File: config.mk
export PLATFORM = sky130hd
export DESIGN_NAME = pfs_top
export DESIGN_NICKNAME = d
export VERILOG_FILES = /design/src/shared/pfs_pkg.sv /design/src/rtl/pfs_top.sv
export VERILOG_INCLUDE_DIRS = /design/src /design/src/shared
export SDC_FILE = /design/constraint.sdc
export NUM_CORES = 1
export LEC_CHECK = 0
export BUFFER_PORTS_ARGS = -buffer_cell sky130_fd_sc_hd__buf_2
export CORE_UTILIZATION = 30
export CTS_BUF_LIST = sky130_fd_sc_hd__clkbuf_8
export CTS_CLUSTER_DIAMETER = 30
export DETAILED_ROUTE_END_ITERATION = 10
export PLACE_DENSITY = 0.63
export SLEW_MARGIN = 10
export SYNTH_ARGS = -nofsm -noshare
export SYNTH_HDL_FRONTEND = slang
export SYNTH_SLANG_ARGS = --single-unit
File: constraint.sdc
create_clock -name mclk -period 3.65 [get_ports mclk]
set_input_delay 0.365 -clock mclk [delete_from_list [all_inputs] [get_ports mclk]]
set_output_delay 0.365 -clock mclk [all_outputs]
set_load 0.005 [all_outputs]
File: src/shared/pfs_regs.svh
`ifndef PFS_REGS_SVH
`define PFS_REGS_SVH
// apb byte offsets, one aligned word per register
`define PFS_OFS_A_HIGH 12'h000
`define PFS_OFS_A_LOW 12'h004
`define PFS_OFS_B_DIR 12'h008
`define PFS_OFS_MODE 12'h00C
`define PFS_OFS_STATUS 12'h010
// writable bit masks, everything else reads zero
`define PFS_MASK_A_HIGH 16'h005F
`define PFS_MASK_A_LOW 16'hFD75
`define PFS_MASK_B_DIR 16'h03FF
`define PFS_MASK_B_REDUCED 16'h03FC
`define PFS_MASK_MODE 16'h0001
// reset values
`define PFS_RST_A_HIGH 16'h0000
`define PFS_RST_A_LOW 16'h0000
`define PFS_RST_B_DIR 16'h0000
`define PFS_RST_MODE 16'h0000
// field positions in the high function register
`define PFS_P11_BIT 6
`define PFS_P10_BIT 4
`define PFS_P9_LSB 2
`define PFS_P8_LSB 0
// field positions in the low function register
`define PFS_P7_LSB 14
`define PFS_P6_LSB 12
`define PFS_P5_LSB 10
`define PFS_P4_BIT 8
`define PFS_P3_BIT 6
`define PFS_P2_LSB 4
`define PFS_P1_BIT 2
`define PFS_P0_BIT 0
// mode register: single-chip operation
`define PFS_SINGLE_BIT 0
`endif

File: src/shared/pfs_pkg.sv
`default_nettype none

package pfs_pkg;
    // two-bit pin function codes
    typedef enum logic [1:0] {
        PFS_FN_GPIO = 2'h0,
        PFS_FN_ALT1 = 2'h1,
        PFS_FN_ALT2 = 2'h2,
        PFS_FN_ALT3 = 2'h3
    } pfs_func_e;

    // signals from on-chip peripherals toward the pins
    typedef struct packed {
        logic [3:0] chip_select_out;
        logic [1:0] serial_clock_out;
        logic [1:0] serial_clock_oe;
        logic [1:0] serial_tx;
    } pfs_periph_out_s;

    // signals from the pins toward on-chip peripherals
    typedef struct packed {
        logic [3:0] timer_ext_clock;
        logic [3:0] ext_interrupt_in;
        logic [1:0] dma_request_in;
        logic [1:0] serial_clock_in;
        logic [1:0] serial_rx;
    } pfs_periph_in_s;
endpackage : pfs_pkg

`default_nettype wire

File: src/rtl/pfs_top.sv
// How it works
// - pin11 bit6: gpio or chip select 1
// - pin10 bit4: gpio or chip select 0
// - reserved control bits read zero
// - pin9 field: gpio, timer clock d, ext_interrupt_in_3
// - pin8 field: gpio, timer clock c, ext_interrupt_in_2
// - pin7 field: gpio, timer clock b, cs3
// - pin6 field: gpio, timer clock a, cs2
// - pin5 field: gpio, serial_clock_ch1, dma_request_in_1, ext_interrupt_in_1
// - pin4 bit8: gpio or transmit ch1
// - pin3 bit6: gpio or receive ch1
// - pin2 field: gpio, serial_clock_ch0, dma_request_in_0, ext_interrupt_in_0
// - single-chip dma request code means gpio
// - pin1 bit2: gpio or transmit ch0
// - pin0 bit0: gpio or receive ch0
// - port b direction bit: one output
// - direction acts on gpio pins only
// - direction register clears on power-on reset
// - reduced variant direction bits 1:0 zero
// - low function register clears on reset
`include "pfs_regs.svh"
`timescale 1ns/1ps
`default_nettype none

module pfs_top #(
    parameter bit REDUCED_PINS = 1'b0,
    parameter int PA_PINS = 12,
    parameter int PB_PINS = 10
) (
    input wire logic mclk,
    input wire logic rst_n,
    input wire logic psel,
    input wire logic penable,
    input wire logic pwrite,
    input wire logic [11:0] paddr,
    input wire logic [31:0] pwdata,
    input wire logic [3:0] pstrb,
    output logic [31:0] prdata,
    output logic pready,
    output logic pslverr,
    input wire logic [PA_PINS-1:0] pa_pin_in,
    output logic [PA_PINS-1:0] pa_pin_out,
    output logic [PA_PINS-1:0] pa_pin_oe,
    input wire logic [PA_PINS-1:0] pa_gpio_out,
    input wire logic [PA_PINS-1:0] pa_gpio_dir,
    output logic [PA_PINS-1:0] pa_gpio_in,
    input wire logic [PB_PINS-1:0] pb_pin_in,
    output logic [PB_PINS-1:0] pb_pin_out,
    output logic [PB_PINS-1:0] pb_pin_oe,
    input wire logic [PB_PINS-1:0] pb_gpio_out,
    input wire logic [PB_PINS-1:0] pb_gpio_sel,
    output logic [PB_PINS-1:0] pb_gpio_in,
    input wire pfs_pkg::pfs_periph_out_s periph_out,
    output pfs_pkg::pfs_periph_in_s periph_in
);
    import pfs_pkg::*;

    ////////////////////////////////////////////////////////////////////
    // register state
    logic [15:0] a_high_reg; // pins 11..8 function select
    logic [15:0] a_low_reg; // pins 7..0 function select
    logic [15:0] b_dir_reg; // port b direction
    logic [15:0] mode_reg; // operating mode
    logic [15:0] b_dir_mask; // variant dependent writable bits
    logic [PA_PINS-1:0] pa_meta_reg; // first sync stage only
    logic [PA_PINS-1:0] pa_sync_reg; // synchronised port a pins
    logic [PB_PINS-1:0] pb_meta_reg; // first sync stage only
    logic [PB_PINS-1:0] pb_sync_reg; // synchronised port b pins
    logic single_chip; // no external bus
    logic wr_en; // apb write in access phase
    logic rd_setup; // apb setup cycle
    logic [15:0] wmask; // byte lanes of the low half
    logic [15:0] rd_word; // decoded read value
    logic rd_hit; // address maps a register

    // decoded function per pin
    pfs_func_e code9, code8, code7, code6, code5, code2;
    logic sel_cs0, sel_cs1, sel_cs2, sel_cs3;
    logic sel_timer_ext_clock_a, sel_timer_ext_clock_b, sel_timer_ext_clock_c, sel_timer_ext_clock_d;
    logic sel_ext_interrupt_in_0, sel_ext_interrupt_in_1, sel_ext_interrupt_in_2, sel_ext_interrupt_in_3;
    logic sel_serial_clock_ch0, sel_serial_clock_ch1, sel_dma_request_in_0, sel_dma_request_in_1;
    logic sel_tx0, sel_tx1, sel_rx0, sel_rx1;
    logic [PA_PINS-1:0] pa_is_gpio; // pin runs as general i/o
    logic [PA_PINS-1:0] alt_oe; // peripheral drives the pin
    logic [PA_PINS-1:0] alt_out; // peripheral output level

    assign single_chip = mode_reg[`PFS_SINGLE_BIT];
    assign wr_en = psel & penable & pwrite;
    assign rd_setup = psel & ~penable;
    assign wmask = {{8{pstrb[1]}}, {8{pstrb[0]}}};
    assign b_dir_mask = REDUCED_PINS ? `PFS_MASK_B_REDUCED
                                     : `PFS_MASK_B_DIR;

    ////////////////////////////////////////////////////////////////////
    // apb register writes, taken in the access phase
    // reserved bits masked
    always_ff @(posedge mclk) begin
        if (!rst_n) begin
            a_high_reg <= `PFS_RST_A_HIGH;
        end else if (wr_en && paddr == `PFS_OFS_A_HIGH) begin
            a_high_reg <= (a_high_reg & ~wmask)
                | (pwdata[15:0] & wmask & `PFS_MASK_A_HIGH);
        end
    end

    // only power-on reset clears; otherwise only apb writes to its offset change it
    // cleared on reset
    always_ff @(posedge mclk) begin
        if (!rst_n) begin
            a_low_reg <= `PFS_RST_A_LOW;
        end else if (wr_en && paddr == `PFS_OFS_A_LOW) begin
            a_low_reg <= (a_low_reg & ~wmask)
                | (pwdata[15:0] & wmask & `PFS_MASK_A_LOW);
        end
    end

    always_ff @(posedge mclk) begin
        if (!rst_n) begin
            b_dir_reg <= `PFS_RST_B_DIR;
        end else if (wr_en && paddr == `PFS_OFS_B_DIR) begin
            b_dir_reg <= (b_dir_reg & ~wmask)
                | (pwdata[15:0] & wmask & b_dir_mask);
        end
    end

    // operating mode; a strap would normally load this
    always_ff @(posedge mclk) begin
        if (!rst_n) begin
            mode_reg <= `PFS_RST_MODE;
        end else if (wr_en && paddr == `PFS_OFS_MODE) begin
            mode_reg <= (mode_reg & ~wmask)
                | (pwdata[15:0] & wmask & `PFS_MASK_MODE);
        end
    end

    ////////////////////////////////////////////////////////////////////
    // read decode; unmapped addresses answer with an error
    always_comb begin
        rd_word = 16'h0000;
        rd_hit = 1'b1;
        case (paddr)
            `PFS_OFS_A_HIGH: rd_word = a_high_reg;
            `PFS_OFS_A_LOW: rd_word = a_low_reg;
            `PFS_OFS_B_DIR: rd_word = b_dir_reg;
            `PFS_OFS_MODE: rd_word = mode_reg;
            // live function map: one means general i/o
            `PFS_OFS_STATUS: rd_word = {4'h0, pa_is_gpio};
            default: rd_hit = 1'b0;
        endcase
    end

    // read data captured at setup so the access phase needs no wait
    always_ff @(posedge mclk) begin
        if (!rst_n) begin
            prdata <= 32'h0000_0000;
            pslverr <= 1'b0;
        end else if (rd_setup) begin
            prdata <= {16'h0000, rd_word};
            pslverr <= ~rd_hit;
        end
    end

    // zero wait state slave, ready from the first cycle after reset
    always_ff @(posedge mclk) begin
        if (!rst_n) begin
            pready <= 1'b0;
        end else begin
            pready <= 1'b1;
        end
    end

    ////////////////////////////////////////////////////////////////////
    // function decode
    always_comb begin
        code9 = pfs_func_e'(a_high_reg[`PFS_P9_LSB +: 2]);
        code8 = pfs_func_e'(a_high_reg[`PFS_P8_LSB +: 2]);
        code7 = pfs_func_e'(a_low_reg[`PFS_P7_LSB +: 2]);
        code6 = pfs_func_e'(a_low_reg[`PFS_P6_LSB +: 2]);
        code5 = pfs_func_e'(a_low_reg[`PFS_P5_LSB +: 2]);
        code2 = pfs_func_e'(a_low_reg[`PFS_P2_LSB +: 2]);
        sel_cs1 = a_high_reg[`PFS_P11_BIT] & ~single_chip;
        sel_cs0 = a_high_reg[`PFS_P10_BIT] & ~single_chip;
        // pin9 codes; code 11 falls to gpio
        sel_timer_ext_clock_d = (code9 == PFS_FN_ALT1);
        sel_ext_interrupt_in_3 = (code9 == PFS_FN_ALT2);
        sel_timer_ext_clock_c = (code8 == PFS_FN_ALT1);
        sel_ext_interrupt_in_2 = (code8 == PFS_FN_ALT2);
        sel_timer_ext_clock_b = (code7 == PFS_FN_ALT1);
        sel_cs3 = (code7 == PFS_FN_ALT2) & ~single_chip;
        sel_timer_ext_clock_a = (code6 == PFS_FN_ALT1);
        sel_cs2 = (code6 == PFS_FN_ALT2) & ~single_chip;
        sel_serial_clock_ch1 = (code5 == PFS_FN_ALT1);
        sel_ext_interrupt_in_1 = (code5 == PFS_FN_ALT3);
        sel_serial_clock_ch0 = (code2 == PFS_FN_ALT1);
        sel_ext_interrupt_in_0 = (code2 == PFS_FN_ALT3);
        sel_dma_request_in_1 = (code5 == PFS_FN_ALT2) & ~single_chip;
        sel_dma_request_in_0 = (code2 == PFS_FN_ALT2) & ~single_chip;
        sel_tx1 = a_low_reg[`PFS_P4_BIT];
        sel_rx1 = a_low_reg[`PFS_P3_BIT];
        sel_tx0 = a_low_reg[`PFS_P1_BIT];
        sel_rx0 = a_low_reg[`PFS_P0_BIT];
    end

    // per pin routing; any pin not claimed stays general i/o
    // reserved codes gpio
    always_comb begin
        pa_is_gpio[11] = ~sel_cs1;
        pa_is_gpio[10] = ~sel_cs0;
        pa_is_gpio[9] = ~(sel_timer_ext_clock_d | sel_ext_interrupt_in_3);
        pa_is_gpio[8] = ~(sel_timer_ext_clock_c | sel_ext_interrupt_in_2);
        pa_is_gpio[7] = ~(sel_timer_ext_clock_b | sel_cs3);
        pa_is_gpio[6] = ~(sel_timer_ext_clock_a | sel_cs2);
        pa_is_gpio[5] = ~(sel_serial_clock_ch1 | sel_dma_request_in_1 | sel_ext_interrupt_in_1);
        pa_is_gpio[4] = ~sel_tx1;
        pa_is_gpio[3] = ~sel_rx1;
        pa_is_gpio[2] = ~(sel_serial_clock_ch0 | sel_dma_request_in_0 | sel_ext_interrupt_in_0);
        pa_is_gpio[1] = ~sel_tx0;
        pa_is_gpio[0] = ~sel_rx0;
        // outputs that a peripheral drives
        alt_oe = '0;
        alt_out = '0;
        alt_oe[11] = sel_cs1;
        alt_out[11] = periph_out.chip_select_out[1];
        alt_oe[10] = sel_cs0;
        alt_out[10] = periph_out.chip_select_out[0];
        alt_oe[7] = sel_cs3;
        alt_out[7] = periph_out.chip_select_out[3];
        alt_oe[6] = sel_cs2;
        alt_out[6] = periph_out.chip_select_out[2];
        alt_oe[5] = sel_serial_clock_ch1 & periph_out.serial_clock_oe[1];
        alt_out[5] = periph_out.serial_clock_out[1];
        alt_oe[4] = sel_tx1;
        alt_out[4] = periph_out.serial_tx[1];
        alt_oe[2] = sel_serial_clock_ch0 & periph_out.serial_clock_oe[0];
        alt_out[2] = periph_out.serial_clock_out[0];
        alt_oe[1] = sel_tx0;
        alt_out[1] = periph_out.serial_tx[0];
    end

    ////////////////////////////////////////////////////////////////////
    // two-stage synchronisers on every pin input
    always_ff @(posedge mclk) begin
        if (!rst_n) begin
            pa_meta_reg <= '0;
            pa_sync_reg <= '0;
            pb_meta_reg <= '0;
            pb_sync_reg <= '0;
        end else begin
            pa_meta_reg <= pa_pin_in;
            pa_sync_reg <= pa_meta_reg;
            pb_meta_reg <= pb_pin_in;
            pb_sync_reg <= pb_meta_reg;
        end
    end

    ////////////////////////////////////////////////////////////////////
    // registered pin drive, one cycle behind the selection
    genvar gi;
    generate
        for (gi = 0; gi < PA_PINS; gi++) begin : g_pa
            always_ff @(posedge mclk) begin
                if (!rst_n) begin
                    pa_pin_out[gi] <= 1'b0;
                    pa_pin_oe[gi] <= 1'b0;
                    pa_gpio_in[gi] <= 1'b0;
                end else begin
                    pa_pin_out[gi] <= pa_is_gpio[gi] ? pa_gpio_out[gi]
                                                     : alt_out[gi];
                    pa_pin_oe[gi] <= pa_is_gpio[gi] ? pa_gpio_dir[gi]
                                                    : alt_oe[gi];
                    pa_gpio_in[gi] <= pa_sync_reg[gi];
                end
            end
        end
        for (gi = 0; gi < PB_PINS; gi++) begin : g_pb
            always_ff @(posedge mclk) begin
                if (!rst_n) begin
                    pb_pin_out[gi] <= 1'b0;
                    pb_pin_oe[gi] <= 1'b0;
                    pb_gpio_in[gi] <= 1'b0;
                end else begin
                    pb_pin_out[gi] <= pb_gpio_out[gi];
                    pb_pin_oe[gi] <= b_dir_reg[gi] & pb_gpio_sel[gi];
                    pb_gpio_in[gi] <= pb_sync_reg[gi];
                end
            end
        end
    endgenerate

    // inputs toward peripherals; deselected inputs sit idle
    // (active-low request lines idle high, data lines idle high)
    always_ff @(posedge mclk) begin
        if (!rst_n) begin
            periph_in <= '{timer_ext_clock: 4'h0,
                           ext_interrupt_in: 4'hF,
                           dma_request_in: 2'h3,
                           serial_clock_in: 2'h0,
                           serial_rx: 2'h3};
        end else begin
            periph_in.timer_ext_clock <= {sel_timer_ext_clock_d & pa_sync_reg[9],
                sel_timer_ext_clock_c & pa_sync_reg[8], sel_timer_ext_clock_b & pa_sync_reg[7],
                sel_timer_ext_clock_a & pa_sync_reg[6]};
            periph_in.ext_interrupt_in <= {~sel_ext_interrupt_in_3 | pa_sync_reg[9],
                ~sel_ext_interrupt_in_2 | pa_sync_reg[8], ~sel_ext_interrupt_in_1 | pa_sync_reg[5],
                ~sel_ext_interrupt_in_0 | pa_sync_reg[2]};
            periph_in.dma_request_in <= {~sel_dma_request_in_1 | pa_sync_reg[5],
                ~sel_dma_request_in_0 | pa_sync_reg[2]};
            periph_in.serial_clock_in <= {sel_serial_clock_ch1 & pa_sync_reg[5],
                sel_serial_clock_ch0 & pa_sync_reg[2]};
            periph_in.serial_rx <= {~sel_rx1 | pa_sync_reg[3],
                ~sel_rx0 | pa_sync_reg[0]};
        end
    end

    ////////////////////////////////////////////////////////////////////
    // assertions
    cs1_route_a: assert property (@(posedge mclk) disable iff (!rst_n)
        sel_cs1 |=> pa_pin_oe[11] && pa_pin_out[11] ==
            $past(periph_out.chip_select_out[1]))
        else $error("pin11 not driving chip select 1");
    cs0_route_a: assert property (@(posedge mclk) disable iff (!rst_n)
        (a_high_reg[`PFS_P10_BIT] && !single_chip) |=> pa_pin_oe[10] &&
            pa_pin_out[10] == $past(periph_out.chip_select_out[0]))
        else $error("pin10 chip select lost");
    resv_read_a: assert property (@(posedge mclk) disable iff (!rst_n)
        (a_low_reg & ~`PFS_MASK_A_LOW) == 16'h0000 &&
        (a_high_reg & ~`PFS_MASK_A_HIGH) == 16'h0000)
        else $error("reserved function bits set");
    pin9_code_a: assert property (@(posedge mclk) disable iff (!rst_n)
        code9 == PFS_FN_ALT2 |=> periph_in.ext_interrupt_in[3] ==
            $past(pa_sync_reg[9]))
        else $error("pin9 irq path broken");
    pin8_resv_a: assert property (@(posedge mclk) disable iff (!rst_n)
        code8 == PFS_FN_ALT3 |-> pa_is_gpio[8])
        else $error("reserved code left pin8 non gpio");
    dreq_single_a: assert property (@(posedge mclk) disable iff (!rst_n)
        (single_chip && code5 == PFS_FN_ALT2) |->
            pa_is_gpio[5] ##1 periph_in.dma_request_in[1])
        else $error("dma request active in single-chip");
    pb_gate_a: assert property (@(posedge mclk) disable iff (!rst_n)
        pb_pin_oe != '0 |-> ($past(b_dir_reg[PB_PINS-1:0]) &
            $past(pb_gpio_sel)) == pb_pin_oe)
        else $error("port b enable not from direction and gpio");
    pb_reset_a: assert property (@(posedge mclk)
        !rst_n |=> b_dir_reg == 16'h0000 && a_low_reg == 16'h0000)
        else $error("registers not cleared by reset");
    pb_reduced_a: assert property (@(posedge mclk) disable iff (!rst_n)
        REDUCED_PINS |-> b_dir_reg[1:0] == 2'h0)
        else $error("reduced variant direction bits set");
    tx0_route_a: assert property (@(posedge mclk) disable iff (!rst_n)
        sel_tx0 |=> pa_pin_oe[1] && pa_pin_out[1] ==
            $past(periph_out.serial_tx[0]))
        else $error("pin1 not transmitting");
endmodule : pfs_top

`default_nettype wire

==> results.txt <==
----------------------------------------------------
[Layout]
  Non-filler instance count after layout ... approximately 1300
  Layout net count ... 1038
  Final Util ... 41.58%
  Fraction of layout cells with a size suffix above 1 ... 33.01%
  Signed area change from the synthesized netlist to the final layout ... 34.63%
  Cell area after layout ... 0.009500 sq mm

[Pwr]
  Switching Power ... 1208 uW
  Internal portion of total power ... 4345 uW
  Static power due to leakage ... 0.004323 uW
  Sw Share ... 21.75%
  Reg power frac ... 41.8%
  Overall power ... 5553 uW
  Relative contribution of combinational cells to total power ... 4.3%
  Max IR drop VDD ... between 200 and 300 uV
  P per Cell Area ... approximately 580 mW/mm^2
  Relative contribution of the clock network to total power ... between 50% and 60%

[Yosys]
  Leading cell types by total area after synthesis ... sky130_fd_sc_hd__dfxtp_1 58%, sky130_fd_sc_hd__and2_1 9.1%, sky130_fd_sc_hd__mux2i_1 6.5%, sky130_fd_sc_hd__nand2_1 2.9%, sky130_fd_sc_hd__and3_1 1.9%
  Unique cell type count in the Yosys netlist ... 43
  Number of instances in the synthesized netlist ... 674
  Synth Register Bits ... 206
  Sequential element share of the synthesized area ... 58.44%
  Count of flip-flops with a built-in enable after synthesis ... 0
  Avg Inst Size Synth ... 10.47 sq um
  Proportion of netlist area held by the largest area contributor ... 58.44%
  Share of flip-flops with an asynchronous set or reset after synthesis ... 0%
  Netlist area before placement ... 0.007057 sq mm
  Synth Flop Type ... sky130_fd_sc_hd__dfxtp_1
  Yosys warns ... 0
  Library cell with the largest summed area after synthesis ... sky130_fd_sc_hd__dfxtp_1

[Placement]
  HPWL reported at the end of detailed placement ... 12850 microns
  Number of placed cells counting well taps ... 1163
  Area after DPL ... 0.008333 sq mm
  Number of input and output port buffers inserted ... between 200 and 250
  Weighted congestion at the end of routability-driven global placement ... 0.7473

[Global routing]
  Overflow left after global routing ... 0
  First-pass GRT wire length ... approximately 28000 microns
  Combined global-route utilization of all metal layers ... approximately 15%
  Maximum number of pins on one net before global-route repair ... 70
  Number of antenna violations at the first check in global routing ... 2
  Number of global-route vias before repair ... roughly 5300

[Setup path]
  Worst EP arrival ... roughly 2.4 ns
  Worst reg-to-reg setup slack ... between 2 and 2.5 ns
  Critical path peak fanout ... 11
  Worst Path Class, Setup ... input port to flip-flop
  Kind of start point of the critical path ... input port
  Kind of capture point of the worst setup path ... flip-flop
  Crit path required time ... 4.08 ns

[Timing]
  Max-slew violation count ... 0
  Timing-limited maximum frequency ... 509.0 MHz
  Final-layout setup total negative slack ... 0 ns
  Slew HR ... 27.45%
  Final-report hold violation count ... 0
  Tightest Pin Transition ... roughly 1.1 ns
  Minimum clock period after layout ... 1.965 ns
  Worst Clk Skew ... between 0.02 and 0.03 ns
  Period Utilization, post-route ... 53.83%
  Setup Viol. Count Final ... 0
  Unrepaired setup endpoints after global routing ... false

[CTS]
  Count of buffers added by post-CTS timing repair for setup ... 0
  Total number of H-tree levels ... 2
  Post-CTS resize count ... 0
  Clock transition time at the flip-flop clock pins of the worst setup and hold paths ... approximately 0.060 ns
  Total of hold buffers inserted after clock tree synthesis ... 6
  Maximum count of clock buffers along a single path ... 3
  Clock net sink count ... between 200 and 250
  Root buffer cell ... sky130_fd_sc_hd__clkbuf_8
  TritonCTS buffer count ... between 40 and 50
  Clock tree from TritonCTS ... yes
  Worst skew pair latency ... about 0.54 ns

[Drt]
  Count of vias placed by the detailed router ... 5417
  Drt total wl ... roughly 18000 microns
  Drt first-iter violations ... 202
  Remaining DRCs ... 0
  DR vias/cell ... around 4.3
  TritonRoute pass-1 iters ... 4
  Final routed wire length divided by cell count ... 14.67 microns
  Number of nets with antenna violations after routing ... 0

[Worst hold path]
  Worst min-delay path category ... input port to flip-flop

[Die]
  Std-Cell Core Area ... 0.02285 sq mm
  Initial cell density of the core ... around 31%
  Standard-cell row count ... 55
  DIE AREA ... around 0.024 sq mm
  Die span in y ... 155.4 microns
  Width of the die ... 155.4 microns
  Boundary pin count ... about 240

[Run]
  Number of max-cap violations ... 0

[Outcome]
  Status ... complete, no violations

----------------------------------------------------
[cell families (layout without fill, tap and decap cells)]
kind of cell	count (synthesis)	after routing	share of synthesized area, %
muxes	55	55	8.599
buffers and inverters	66	316	4.468
DFF	206	206	58.44
adders and majority gates	4	4	0.7092
other	1	17	0.05314
AOI/OAI and AO/OA	79	79	6.773
and+or+nand+nor	263	263	20.96
[metrics by stage]
| step | hold WS (ns) | worst slack, ns |
|---|---|---|
| 5_1_grt | 0.009055 | 1.604 |
| 6_report | 0.02747 | 1.685 |
| 3_3_place_gp | 0.4142 | 1.147 |
| 4_1_cts | 0.00001116 | 1.710 |
| 3_5_place_dp | 0.4185 | 1.137 |
| 2_1_floorplan | 0.3927 | 1.616 |
[cell usage in the layout, fill, tap and decap left out, types with 3 or more instances in the layout]
master / synthesis / routed
sky130_fd_sc_hd__mux2_2: 5 / 5
sky130_fd_sc_hd__nor2_1: 31 / 31
sky130_fd_sc_hd__mux4_2: 4 / 4
sky130_fd_sc_hd__and3_1: 21 / 21
sky130_fd_sc_hd__a22oi_1: 7 / 7
sky130_fd_sc_hd__o22a_1: 4 / 4
sky130_fd_sc_hd__clkbuf_8: 0 / 57
sky130_fd_sc_hd__o221a_2: 4 / 4
sky130_fd_sc_hd__nand4_1: 4 / 4
sky130_fd_sc_hd__bufinv_16: 0 / 7
sky130_fd_sc_hd__o21ai_0: 25 / 25
sky130_fd_sc_hd__buf_4: 16 / 7
sky130_fd_sc_hd__and4_1: 3 / 3
sky130_fd_sc_hd__inv_1: 13 / 18
sky130_fd_sc_hd__and2_1: 103 / 103
sky130_fd_sc_hd__ha_1: 4 / 4
sky130_fd_sc_hd__conb_1: 1 / 16
sky130_fd_sc_hd__a31oi_1: 4 / 4
sky130_fd_sc_hd__o22ai_1: 5 / 5
sky130_fd_sc_hd__a21oi_1: 25 / 25
sky130_fd_sc_hd__nand2_1: 55 / 55
sky130_fd_sc_hd__or4_1: 4 / 4
sky130_fd_sc_hd__nor4_1: 3 / 3
sky130_fd_sc_hd__dfxtp_1: 206 / 206
sky130_fd_sc_hd__clkinv_2: 0 / 7
sky130_fd_sc_hd__nor3_1: 3 / 3
sky130_fd_sc_hd__clkinvlp_4: 0 / 4
sky130_fd_sc_hd__nand3_1: 5 / 5
sky130_fd_sc_hd__nor3b_1: 6 / 6
sky130_fd_sc_hd__mux2i_1: 46 / 46
sky130_fd_sc_hd__buf_2: 6 / 207
sky130_fd_sc_hd__nand3b_1: 5 / 5
sky130_fd_sc_hd__nand2b_1: 5 / 5
sky130_fd_sc_hd__dlygate4sd3_1: 0 / 6
sky130_fd_sc_hd__or3_1: 7 / 7
[layout make-up]
| class | instances | area (sq um) |
|---|---|---|
| repair buffers | 220 | 1149 |
| clock buffers | 57 | 784.5 |
| diodes | 1 | 2.502 |
| clock inverters | 26 | 320.3 |
| flip-flops and latches | 206 | 4124 |
| well taps | 313 | 391.6 |
| multi-input cells | 417 | 2680 |
| inverters | 13 | 48.80 |
| fillers | 2260 | 13350 |
[cells in the mapped netlist (all sizes together), types with 5 or more instances]
cell type	number
nand2b	5
nand3	5
o22ai	5
mux2	5
or3	7
mux2i	46
and3	21
buf	26
and2	103
dfxtp	206
nor3b	6
clkbuf	27
a22oi	7
inv	13
a21oi	25
nand2	55
nand3b	5
nor2	32
o21ai	25
[critical path: stages]
cell and delay, ns:
sky130_fd_sc_hd__buf_2 0.10, sky130_fd_sc_hd__or4_1 0.65, sky130_fd_sc_hd__or3_1 0.61, sky130_fd_sc_hd__or3_1 0.46
sky130_fd_sc_hd__and3_1 0.20
[layer usage]
metal	share of wire, %	GRT usage [%]	wire length, microns	up-vias
li1	-	-	-	2716
met1	45	18.56	8256	2470
met2	46	24.19	8385	187
met3	7.0	4.791	1279	42
met4	2.4	6.443	448	2
met5	0.071	0	13	-
[power by group through the flow]
stage,clock network [uW],logic (uW),registers (uW)
6_report,2990,239,2320
5_1_grt,3180,267,2330
4_1_cts,3070,242,2320
3_5_place_dp,0,236,2370
3_3_place_gp,0,233,2370
2_1_floorplan,0,119,2370
[path summary, 6_finish.rpt]
| kind | startpoint | to | cells after the start |
|---|---|---|---|
| max reg2reg | flip-flop | prdata[2] | 4 |
| min | pa_gpio_dir[11] | pa_pin_oe[11] | 3 |
| min reg2reg | pb_meta_reg[9] | pb_sync_reg[9] | 1 |
| max | paddr[9] | a_low_reg[1] | 5 |
(Power assumes the default switching activity.)
